<file path="config.mk">
export PLATFORM = sky130hd
export DESIGN_NAME = spj_jog
export DESIGN_NICKNAME = d
export VERILOG_FILES = /design/src/hw/spj_jog.v /design/src/hw/spj_pulse_gen.v /design/src/hw/spj_irq.v
export VERILOG_INCLUDE_DIRS = /design/src /design/src/hw
export SDC_FILE = /design/constraint.sdc
export NUM_CORES = 2
export LEC_CHECK = 0
export ABC_AREA = 1
export BUFFER_PORTS_ARGS = -buffer_cell sky130_fd_sc_hd__buf_2
export CAP_MARGIN = 10
export CORE_MARGIN = 2
export CORE_UTILIZATION = 40
export DETAILED_ROUTE_END_ITERATION = 6
export PLACE_DENSITY = 0.52
export SYNTH_ARGS = -nofsm -noshare
export SYNTH_HDL_FRONTEND = slang
export SYNTH_HIERARCHICAL = 1
export SYNTH_SLANG_ARGS = --single-unit
</file>
<file path="constraint.sdc">
create_clock -name pclk -period 15.9 [get_ports pclk]
set_input_delay 2.385 -clock pclk [delete_from_list [all_inputs] [get_ports pclk]]
set_output_delay 2.385 -clock pclk [all_outputs]
set_load 0.05 [all_outputs]
</file>
<file path="src/hw/spj_consts.vh">
`ifndef SPJ_CONSTS_VH
`define SPJ_CONSTS_VH
// Clock and timing
`define SPJ_CLK_HZ          100000000
`define SPJ_HOLD_MS         500
`define SPJ_HOLD_CYCLES     ((`SPJ_CLK_HZ / 1000) * `SPJ_HOLD_MS)
`define SPJ_FREQ_MAX_HZ     5000
// APB register byte offsets
`define SPJ_REG_CTRL        12'h000
`define SPJ_REG_START_FREQ  12'h004
`define SPJ_REG_JOG_FREQ    12'h008
`define SPJ_REG_ACCEL       12'h00C
`define SPJ_REG_DECEL       12'h010
`define SPJ_REG_STEP_LIMIT  12'h014
`define SPJ_REG_STATUS      12'h018
`define SPJ_REG_IRQ_STAT    12'h01C
`define SPJ_REG_IRQ_MASK    12'h020
`define SPJ_REG_FREQ_NOW    12'h024
`define SPJ_REG_STEPS_DONE  12'h028
// Control fields
`define SPJ_CTRL_EN_BIT     0
`define SPJ_CTRL_JOG_BIT    1
// Status / interrupt fields
`define SPJ_ST_RUN_BIT      0
`define SPJ_ST_ERR_BIT      1
`define SPJ_IRQ_DONE_BIT    0
`define SPJ_IRQ_ERR_BIT     1
`define SPJ_IRQ_TOP_BIT     2
// Reset values
`define SPJ_START_FREQ_RST  32'h000000C8
`define SPJ_JOG_FREQ_RST    32'h000003E8
`define SPJ_ACCEL_RST       16'h01F4
`define SPJ_DECEL_RST       16'h07D0
`define SPJ_STEP_LIMIT_RST  32'h00001770
`endif

</file>
<file path="src/hw/spj_jog.v">
`timescale 1ns/1ps
`include "spj_consts.vh"
//
// Summary of operation
// Long press: start frequency half second, then accelerate
// Hold jog frequency while command stays high
// Command low: decelerate to start frequency
// Limit reached at ramp end: output off
// Else run at start frequency to limit
// Job running flag while job active
// Parameter error output for invalid settings
// Enable falling clears the job state
// Ramp changes are millihertz per emitted step
// Short press: limit steps at start frequency
// Host keeps jog above start, within 5000 Hz
// Bad frequencies raise error, refuse start
//
module spj_jog #(
  parameter HOLD_CYCLES = `SPJ_HOLD_CYCLES,
  parameter CLK_HZ      = `SPJ_CLK_HZ
) (
  input  wire        pclk,
  input  wire        presetn,
  input  wire        psel,
  input  wire        penable,
  input  wire        pwrite,
  input  wire [11:0] paddr,
  input  wire [31:0] pwdata,
  output reg  [31:0] prdata,
  output wire        pready,
  output wire        pslverr,
  output reg         pulse_pin_out,
  output wire        job_running,
  output wire        param_error,
  output wire        irq
);
  localparam [2:0] ST_IDLE  = 3'h0;
  localparam [2:0] ST_START = 3'h1;
  localparam [2:0] ST_ACCEL = 3'h2;
  localparam [2:0] ST_JOG   = 3'h3;
  localparam [2:0] ST_DECEL = 3'h4;
  localparam [2:0] ST_TAIL  = 3'h5;

  reg  [31:0] start_frequency;
  reg  [31:0] jog_frequency;
  reg  [15:0] accel_step_change;
  reg  [15:0] decel_step_change;
  reg  [31:0] jog_step_limit;
  reg         enable;
  reg         jog_command;
  reg         enable_d;
  reg         cmd_d;
  reg  [2:0]  state;
  reg  [31:0] current_output_frequency;
  reg  [31:0] steps_done;
  reg  [31:0] hold_cnt;
  reg         long_press;
  reg  [2:0]  irq_mask;
  reg  [31:0] next_freq;
  wire        step;
  wire [2:0]  irq_status;
  wire [2:0]  irq_event;
  wire [2:0]  irq_clear;
  wire        wr_en;
  wire        limit_hit;
  wire        job_start;
  wire        job_done;

  // Register address compare shared by read and write paths
  function hit;
    input [11:0] a;
    input [11:0] off;
    begin
      hit = (a == off);
    end
  endfunction

  ////////////////////////////////////////////////////////////////////
  // APB slave: zero wait states, unmapped reads return zero
  assign pready  = 1'b1;
  assign pslverr = 1'b0;
  assign wr_en   = psel & penable & pwrite;

  always @(posedge pclk or negedge presetn)
  begin
    if (!presetn)
    begin
      enable            <= 1'b0;
      jog_command       <= 1'b0;
      start_frequency   <= `SPJ_START_FREQ_RST;
      jog_frequency     <= `SPJ_JOG_FREQ_RST;
      accel_step_change <= `SPJ_ACCEL_RST;
      decel_step_change <= `SPJ_DECEL_RST;
      jog_step_limit    <= `SPJ_STEP_LIMIT_RST;
      irq_mask          <= 3'h0;
    end
    else if (wr_en)
    begin
      if (hit(paddr, `SPJ_REG_CTRL))
      begin
        enable      <= pwdata[`SPJ_CTRL_EN_BIT];
        jog_command <= pwdata[`SPJ_CTRL_JOG_BIT];
      end
      if (hit(paddr, `SPJ_REG_START_FREQ))
        start_frequency <= pwdata;
      if (hit(paddr, `SPJ_REG_JOG_FREQ))
        jog_frequency <= pwdata;
      if (hit(paddr, `SPJ_REG_ACCEL))
        accel_step_change <= pwdata[15:0];
      if (hit(paddr, `SPJ_REG_DECEL))
        decel_step_change <= pwdata[15:0];
      if (hit(paddr, `SPJ_REG_STEP_LIMIT))
        jog_step_limit <= pwdata;
      if (hit(paddr, `SPJ_REG_IRQ_MASK))
        irq_mask <= pwdata[2:0];
    end
  end

  assign irq_clear = (wr_en && hit(paddr, `SPJ_REG_IRQ_STAT)) ? pwdata[2:0] : 3'h0;

  // Read data is registered so it stays stable during the access phase
  always @(posedge pclk or negedge presetn)
  begin
    if (!presetn)
      prdata <= 32'h00000000;
    else if (psel && !penable && !pwrite)
    begin
      case (1'b1)
        hit(paddr, `SPJ_REG_CTRL):       prdata <= {30'h0, jog_command, enable};
        hit(paddr, `SPJ_REG_START_FREQ): prdata <= start_frequency;
        hit(paddr, `SPJ_REG_JOG_FREQ):   prdata <= jog_frequency;
        hit(paddr, `SPJ_REG_ACCEL):      prdata <= {16'h0000, accel_step_change};
        hit(paddr, `SPJ_REG_DECEL):      prdata <= {16'h0000, decel_step_change};
        hit(paddr, `SPJ_REG_STEP_LIMIT): prdata <= jog_step_limit;
        hit(paddr, `SPJ_REG_STATUS):     prdata <= {27'h0, state, param_error, job_running};
        hit(paddr, `SPJ_REG_IRQ_STAT):   prdata <= {29'h0, irq_status};
        hit(paddr, `SPJ_REG_IRQ_MASK):   prdata <= {29'h0, irq_mask};
        hit(paddr, `SPJ_REG_FREQ_NOW):   prdata <= current_output_frequency;
        hit(paddr, `SPJ_REG_STEPS_DONE): prdata <= steps_done;
        default:                         prdata <= 32'h00000000;
      endcase
    end
  end

  ////////////////////////////////////////////////////////////////////
  // Parameter check; frequencies are held in Hz and scaled to mHz below
  assign param_error = (jog_frequency <= start_frequency) ||
                       (jog_frequency > `SPJ_FREQ_MAX_HZ) ||
                       (start_frequency > `SPJ_FREQ_MAX_HZ);

  assign limit_hit   = (steps_done >= jog_step_limit);
  assign job_start   = enable && jog_command && !cmd_d && (state == ST_IDLE)
                       && !param_error;
  assign job_running = (state != ST_IDLE);

  // Next frequency after a step on a ramp, clamped to the ramp target
  always @*
  begin
    next_freq = current_output_frequency;
    if (state == ST_ACCEL)
    begin
      if (current_output_frequency + accel_step_change >= jog_frequency * 1000)
        next_freq = jog_frequency * 1000;
      else
        next_freq = current_output_frequency + accel_step_change;
    end
    else if (state == ST_DECEL)
    begin
      if (current_output_frequency <= start_frequency * 1000 + decel_step_change)
        next_freq = start_frequency * 1000;
      else
        next_freq = current_output_frequency - decel_step_change;
    end
  end

  ////////////////////////////////////////////////////////////////////
  // Jog sequencer
  always @(posedge pclk or negedge presetn)
  begin
    if (!presetn)
    begin
      state                    <= ST_IDLE;
      current_output_frequency <= 32'h00000000;
      steps_done               <= 32'h00000000;
      hold_cnt                 <= 32'h00000000;
      long_press               <= 1'b0;
      enable_d                 <= 1'b0;
      cmd_d                    <= 1'b0;
    end
    else
    begin
      enable_d <= enable;
      cmd_d    <= jog_command;
      if (!enable)
      begin
        // Enable low stops output at once and clears the job
        state                    <= ST_IDLE;
        current_output_frequency <= 32'h00000000;
        steps_done               <= 32'h00000000;
        hold_cnt                 <= 32'h00000000;
        long_press               <= 1'b0;
      end
      else
      begin
        if (step)
          steps_done <= steps_done + 32'h00000001;
        case (state)
          ST_IDLE:
          begin
            if (job_start)
            begin
              state                    <= ST_START;
              steps_done               <= 32'h00000000;
              hold_cnt                 <= 32'h00000000;
              long_press               <= 1'b0;
              current_output_frequency <= start_frequency * 1000;
            end
          end
          ST_START:
          begin
            // Short press runs the step limit at start frequency only
            if (!jog_command && !long_press)
              state <= ST_TAIL;
            else if (hold_cnt >= HOLD_CYCLES - 1)
            begin
              long_press <= 1'b1;
              state      <= ST_ACCEL;
            end
            else
              hold_cnt <= hold_cnt + 32'h00000001;
            if (limit_hit && !jog_command)
              state <= ST_IDLE;
          end
          ST_ACCEL:
          begin
            if (!jog_command)
              state <= ST_DECEL;
            else if (current_output_frequency >= jog_frequency * 1000)
              state <= ST_JOG;
            else if (step)
              current_output_frequency <= next_freq;
          end
          ST_JOG:
          begin
            if (!jog_command)
              state <= ST_DECEL;
          end
          ST_DECEL:
          begin
            if (current_output_frequency <= start_frequency * 1000)
            begin
              if (limit_hit)
                state <= ST_IDLE;
              else
                state <= ST_TAIL;
            end
            else if (step)
              current_output_frequency <= next_freq;
          end
          ST_TAIL:
          begin
            if (limit_hit)
              state <= ST_IDLE;
          end
          default:
            state <= ST_IDLE;
        endcase
      end
    end
  end

  ////////////////////////////////////////////////////////////////////
  // Step pulses; output is gated off as soon as the job leaves running
  spj_pulse_gen #(
    .CLK_HZ   (CLK_HZ)
  ) u_pulse (
    .pclk     (pclk),
    .presetn  (presetn),
    .run      (job_running),
    .freq_mhz (current_output_frequency),
    .step     (step)
  );

  always @(posedge pclk or negedge presetn)
  begin
    if (!presetn)
      pulse_pin_out <= 1'b0;
    else
      pulse_pin_out <= step & job_running;
  end

  ////////////////////////////////////////////////////////////////////
  // Events: job done, start refused for bad parameters, enable dropped
  assign irq_event[`SPJ_IRQ_DONE_BIT] = job_running && (state != ST_START) && limit_hit
                                        && ((state == ST_TAIL) || (state == ST_DECEL));
  assign irq_event[`SPJ_IRQ_ERR_BIT]  = enable && jog_command && !cmd_d && param_error;
  assign irq_event[`SPJ_IRQ_TOP_BIT]  = enable_d && !enable;

  spj_irq #(
    .N        (3)
  ) u_irq (
    .pclk     (pclk),
    .presetn  (presetn),
    .event_in (irq_event),
    .clear    (irq_clear),
    .mask     (irq_mask),
    .status   (irq_status),
    .irq      (irq)
  );
endmodule // spj_jog

</file>
<file path="src/hw/spj_pulse_gen.v">
`timescale 1ns/1ps
`include "spj_consts.vh"
// Emits one step pulse per period of the requested frequency in mHz.
module spj_pulse_gen #(
  parameter CLK_HZ = `SPJ_CLK_HZ
) (
  input  wire        pclk,
  input  wire        presetn,
  input  wire        run,
  input  wire [31:0] freq_mhz,
  output reg         step
);
  localparam [47:0] CLK_MHZ = CLK_HZ * 48'd1000;
  reg [47:0] acc;
  reg [47:0] next_acc;

  // Phase accumulator; an exact ratio avoids drift over long jobs
  always @*
  begin
    next_acc = acc + {16'h0000, freq_mhz};
  end

  always @(posedge pclk or negedge presetn)
  begin
    if (!presetn)
    begin
      acc  <= 48'h000000000000;
      step <= 1'b0;
    end
    else if (!run)
    begin
      acc  <= 48'h000000000000;
      step <= 1'b0;
    end
    else if (next_acc >= CLK_MHZ)
    begin
      acc  <= next_acc - CLK_MHZ;
      step <= 1'b1;
    end
    else
    begin
      acc  <= next_acc;
      step <= 1'b0;
    end
  end
endmodule // spj_pulse_gen

</file>
<file path="src/hw/spj_irq.v">
`timescale 1ns/1ps
`include "spj_consts.vh"
// Sticky event bits, write-one-to-clear, masked onto one level output.
module spj_irq #(
  parameter N = 3
) (
  input  wire         pclk,
  input  wire         presetn,
  input  wire [N-1:0] event_in,
  input  wire [N-1:0] clear,
  input  wire [N-1:0] mask,
  output reg  [N-1:0] status,
  output wire         irq
);
  // Set wins over a clear in the same cycle so no event is lost
  always @(posedge pclk or negedge presetn)
  begin
    if (!presetn)
      status <= {N{1'b0}};
    else
      status <= (status & ~clear) | event_in;
  end

  assign irq = |(status & mask);
endmodule // spj_irq

</file>
==> metrics.md <==
| Metric | Value |
|---|---|
| Worst reg2reg path depth | `38` |
| Crit path max fanout | `28` |
| Worst hold start | `hold_cnt[30]` |
| TritonRoute pass-1 iters | `7` |
| CTS tree | `yes` |
| Setup Skew | `36.22 ps` |
| Internal Power | `1.415 mW` |
| Overall power | `about 1.9 mW` |
| Final setup viols | `0` |
| Antenna-violating nets left | `0` |
| Hold worst-path end | `hold_cnt[30]` |
| Clk sinks | `320` |
| Area of the core | `0.09501 sq mm` |
| NumNets Final | `6375` |
| Switching portion of total power | `27.00%` |
| RePlAce Congestion | `1.003` |
| Hold Path Cell Cnt | `2` |
| Critical Path RT | `roughly 16000 ps` |
| Setup bufs post-CTS | `0` |
| Post-Route Setup TNS | `0 ps` |
| Iteration-0 DRC Markers | `4017` |
| Most common cell after layout, fill and taps aside | `nand2_1` |
| Fmax | `110.6 MHz` |
| Class of the worst hold path | `reg2reg` |
| Synth Area per Inst | `6.778 sq um` |
| Port-buffer cells | `84` |
| Max-slew violations | `0` |
| Largest net degree at the start of global routing | `94` |
| Initial Utilization | `40.43%` |
| Slew @ Worst Pin | `1155 ps` |
| FFs w/ async S/R, synth | `100.0%` |
| Fill cells | `around 10000` |
| Slowest stage delay, CP | `700 ps` |
| Comb power frac | `5.6%` |
| Min Tclk post-route | `9038 ps` |
| Main synth FF type | `dfrtp_1` |
| Reg-to-Reg End | `current_output_frequency[15]` |
| Post-Syn Instances | `5667` |
| Depth of the CTS H-tree | `2` |
| WL final | `155900 um` |
| Overall die area | `~0.099 sq mm` |
| Register area share after synthesis | `20.94%` |
| Tot GR Track Use | `around a third` |
| Routed len/inst | `22.15 um` |
| Flop pwr share | `42.2%` |
| Post-CTS Resized | `0` |
| DR vias/cell | `5.401` |
| Commonest non-fill, non-tap cells in the layout | `1721 x nand2_1, 803 x inv_1, 478 x nor2_1` |
| Worst skew pair latency | `640 ps` |
| Chip height | `313.9 um` |
| Post-synth EDFFs | `0` |
| # IOs | `between 80 and 90` |
| Clock group share of total power | `52.2%` |
| Net Count, Synth | `approximately 6300` |
| Worst VDD drop | `0.07528 mV` |
| Max clock buf depth | `3` |
| Reg area | `0.008043 sq mm` |
| CP startpoint kind | `register` |
| Multi-input gate area | `roughly 0.027 sq mm` |
| Initial antenna violation count | `2` |
| Met2 Wirelength | `63360 um` |
| Lkg Pwr | `about 22 nW` |
| Area Overhead vs Synth | `8.629%` |
| Most used cell, CP | `nand2_1` |
| Unrepaired setup endpoints after global routing | `no` |
| Fin crit share | `56.85%` |
| Net Sw Power | `0.5232 mW` |
| Relative slew slack | `22.73%` |
| Die width | `313.9 um` |
| Max_cap viols | `0` |
| Endpoints failing hold | `0` |
| YS warnings | `6` |
| # rows | `about 110` |
| RR Startpoint | `start_frequency[1]` |
| Met1 WL | `74390 um` |
| CTS Hold Bufs | `0` |
| Mapped cell area | `0.03841 sq mm` |
| CP Data Arrival Time | `between 9000 and 10000 ps` |
| Ratio of cells with drive above 1 in the final layout | `6.530%` |
| Crit. End Element | `register` |
| Post-synthesis sequential element count | `between 300 and 400` |
| Hpwl dp | `127000 um` |
| CTS buffer count | `44` |
| Worst Setup Path Type | `reg2reg` |
| WL met3 | `13690 um` |
| Pwr per Cell Area | `46.45 mW/mm^2` |
| Run status | `complete, no violations` |
| Gr ovfl total | `0` |
| Diode count | `0` |
| DRC errors left | `0` |
| CP max-delay cell | `dfrtp_1` |
| First-pass GRT wire length | `232600 um` |
| Vias in the first global route | `35701` |
| Top Layer Used | `met4` |
| Reg2Reg Setup Slack | `6860 ps` |
| DR vias | `38011` |
| Clk Tree Root Cell | `clkbuf_16` |
| CTS clock-pin slew for the worst setup and hold paths | `60 ps` |
| Distinct cells, synth | `66` |
-- sequential cells by signal (all words and copies together), names as in the netlist, 3 cells and up --
signal	flops
accel_step_change	16
hold_cnt	32
state	3
start_frequency	32
jog_frequency	32
decel_step_change	16
jog_step_limit	32
u_irq/status	3
u_pulse/acc	48
steps_done	32
prdata	32
current_output_frequency	32
irq_mask	3
-- metal layers --
| metal | global-route usage [%] | vias to the layer above |
|---|---|---|
| met1 | 47.57 | 18006 |
| met5 | 0 | - |
| li1 | - | 18421 |
| met4 | 8.417 | 0 |
| met2 | 45.63 | 1396 |
| met3 | 5.845 | 188 |
-- worst max-delay path by stage --
stage,from,end,slack (ps)
finish,start_frequency[1],current_output_frequency[15],6860
global route,start_frequency[1],current_output_frequency[15],6390
CTS,start_frequency[1],current_output_frequency[15],7060
detailed placement,start_frequency[1],current_output_frequency[15],7080
global placement,start_frequency[1],current_output_frequency[15],7170
floorplan,start_frequency[1],current_output_frequency[25],8890
-- critical path, delay by kind of cell, from the launching register on --
kind | cells | cell delay (ps)
AO/OA/AOI/OAI | 8 | 2000
AND/OR/NAND/NOR | 16 | 1720
XOR/XNOR | 1 | 320
adder cells (fa/ha/maj) | 7 | 3040
flip-flops | 1 | 700
buffers and inverters | 6 | 1130
-- cells in the mapped netlist (all sizes together), types with 10 or more instances --
library cell | n | area [sq um]
nor3 | 73 | 425.4
nand3 | 345 | 1789
o21a | 12 | 90.09
buf | 53 | 319.1
fa | 186 | 3724
o21ai | 369 | 1858
ha | 401 | 5017
o21bai | 14 | 120.1
xnor2 | 44 | 400.4
nor2 | 511 | 2046
inv | 817 | 3067
dfrtp | 292 | 7307
dfstp | 28 | 735.7
nor4 | 34 | 225.2
o211ai | 21 | 157.7
xor2 | 115 | 1034
a21o | 10 | 75.07
clkbuf | 53 | 198.9
nand2 | 1758 | 6718
a21oi | 306 | 1573
or2 | 18 | 112.6
a221oi | 19 | 166.4
nand4 | 116 | 732.0
nand3b | 16 | 120.1
-- power by group through the flow --
stage          Combinational [mW]  Clock (mW)  Sequential [mW]
2_1_floorplan              0.0484           0            0.833
3_3_place_gp                0.106           0            0.832
3_5_place_dp                0.107           0            0.832
4_1_cts                     0.107        1.03            0.817
5_1_grt                     0.119        1.06            0.817
6_report                    0.108        1.01            0.817
-- per-stage QoR --
step / setup slack, ps / cell area, sq um / util, % / std cells / hold WS [ps]
2_1_floorplan: 8886 / 38410 / - / 5667 / 348.7
3_3_place_gp: 7168 / 40290 / 42.41 / 6958 / 449.7
3_5_place_dp: 7075 / 40290 / 42.41 / 6958 / 455.1
4_1_cts: 7055 / 41720 / 43.91 / 7038 / 470.1
5_1_grt: 6393 / 41720 / 43.91 / 7038 / 487.0
6_report: 6862 / 41720 / 43.91 / 7038 / 468.9
-- layout make-up --
cell class / instances / share of cell area, %
Multi-Input combinational cell: 4417 / 64.17
Sequential cell: 320 / 19.28
Inverter: 824 / 7.425
Tap cell: 1265 / 3.793
Clock buffer: 65 / 3.044
Timing Repair Buffer: 132 / 1.895
Clock inverter: 15 / 0.3928
-- logic make-up (layout without fill, tap and decap cells) --
logic type | Yosys count | count (layout) | share of synthesized area, %
AND/OR/NAND/NOR | 2885 | 2885 | 31.96
buffers and inverters | 930 | 1036 | 9.414
AO/OA/AOI/OAI | 784 | 784 | 11.17
adder cells (fa/ha/maj) | 587 | 587 | 22.76
flip-flops | 320 | 320 | 20.94
XOR/XNOR | 159 | 159 | 3.733
other | 2 | 2 | 0.01955
Note: power is estimated with default switching activity, not from simulation.
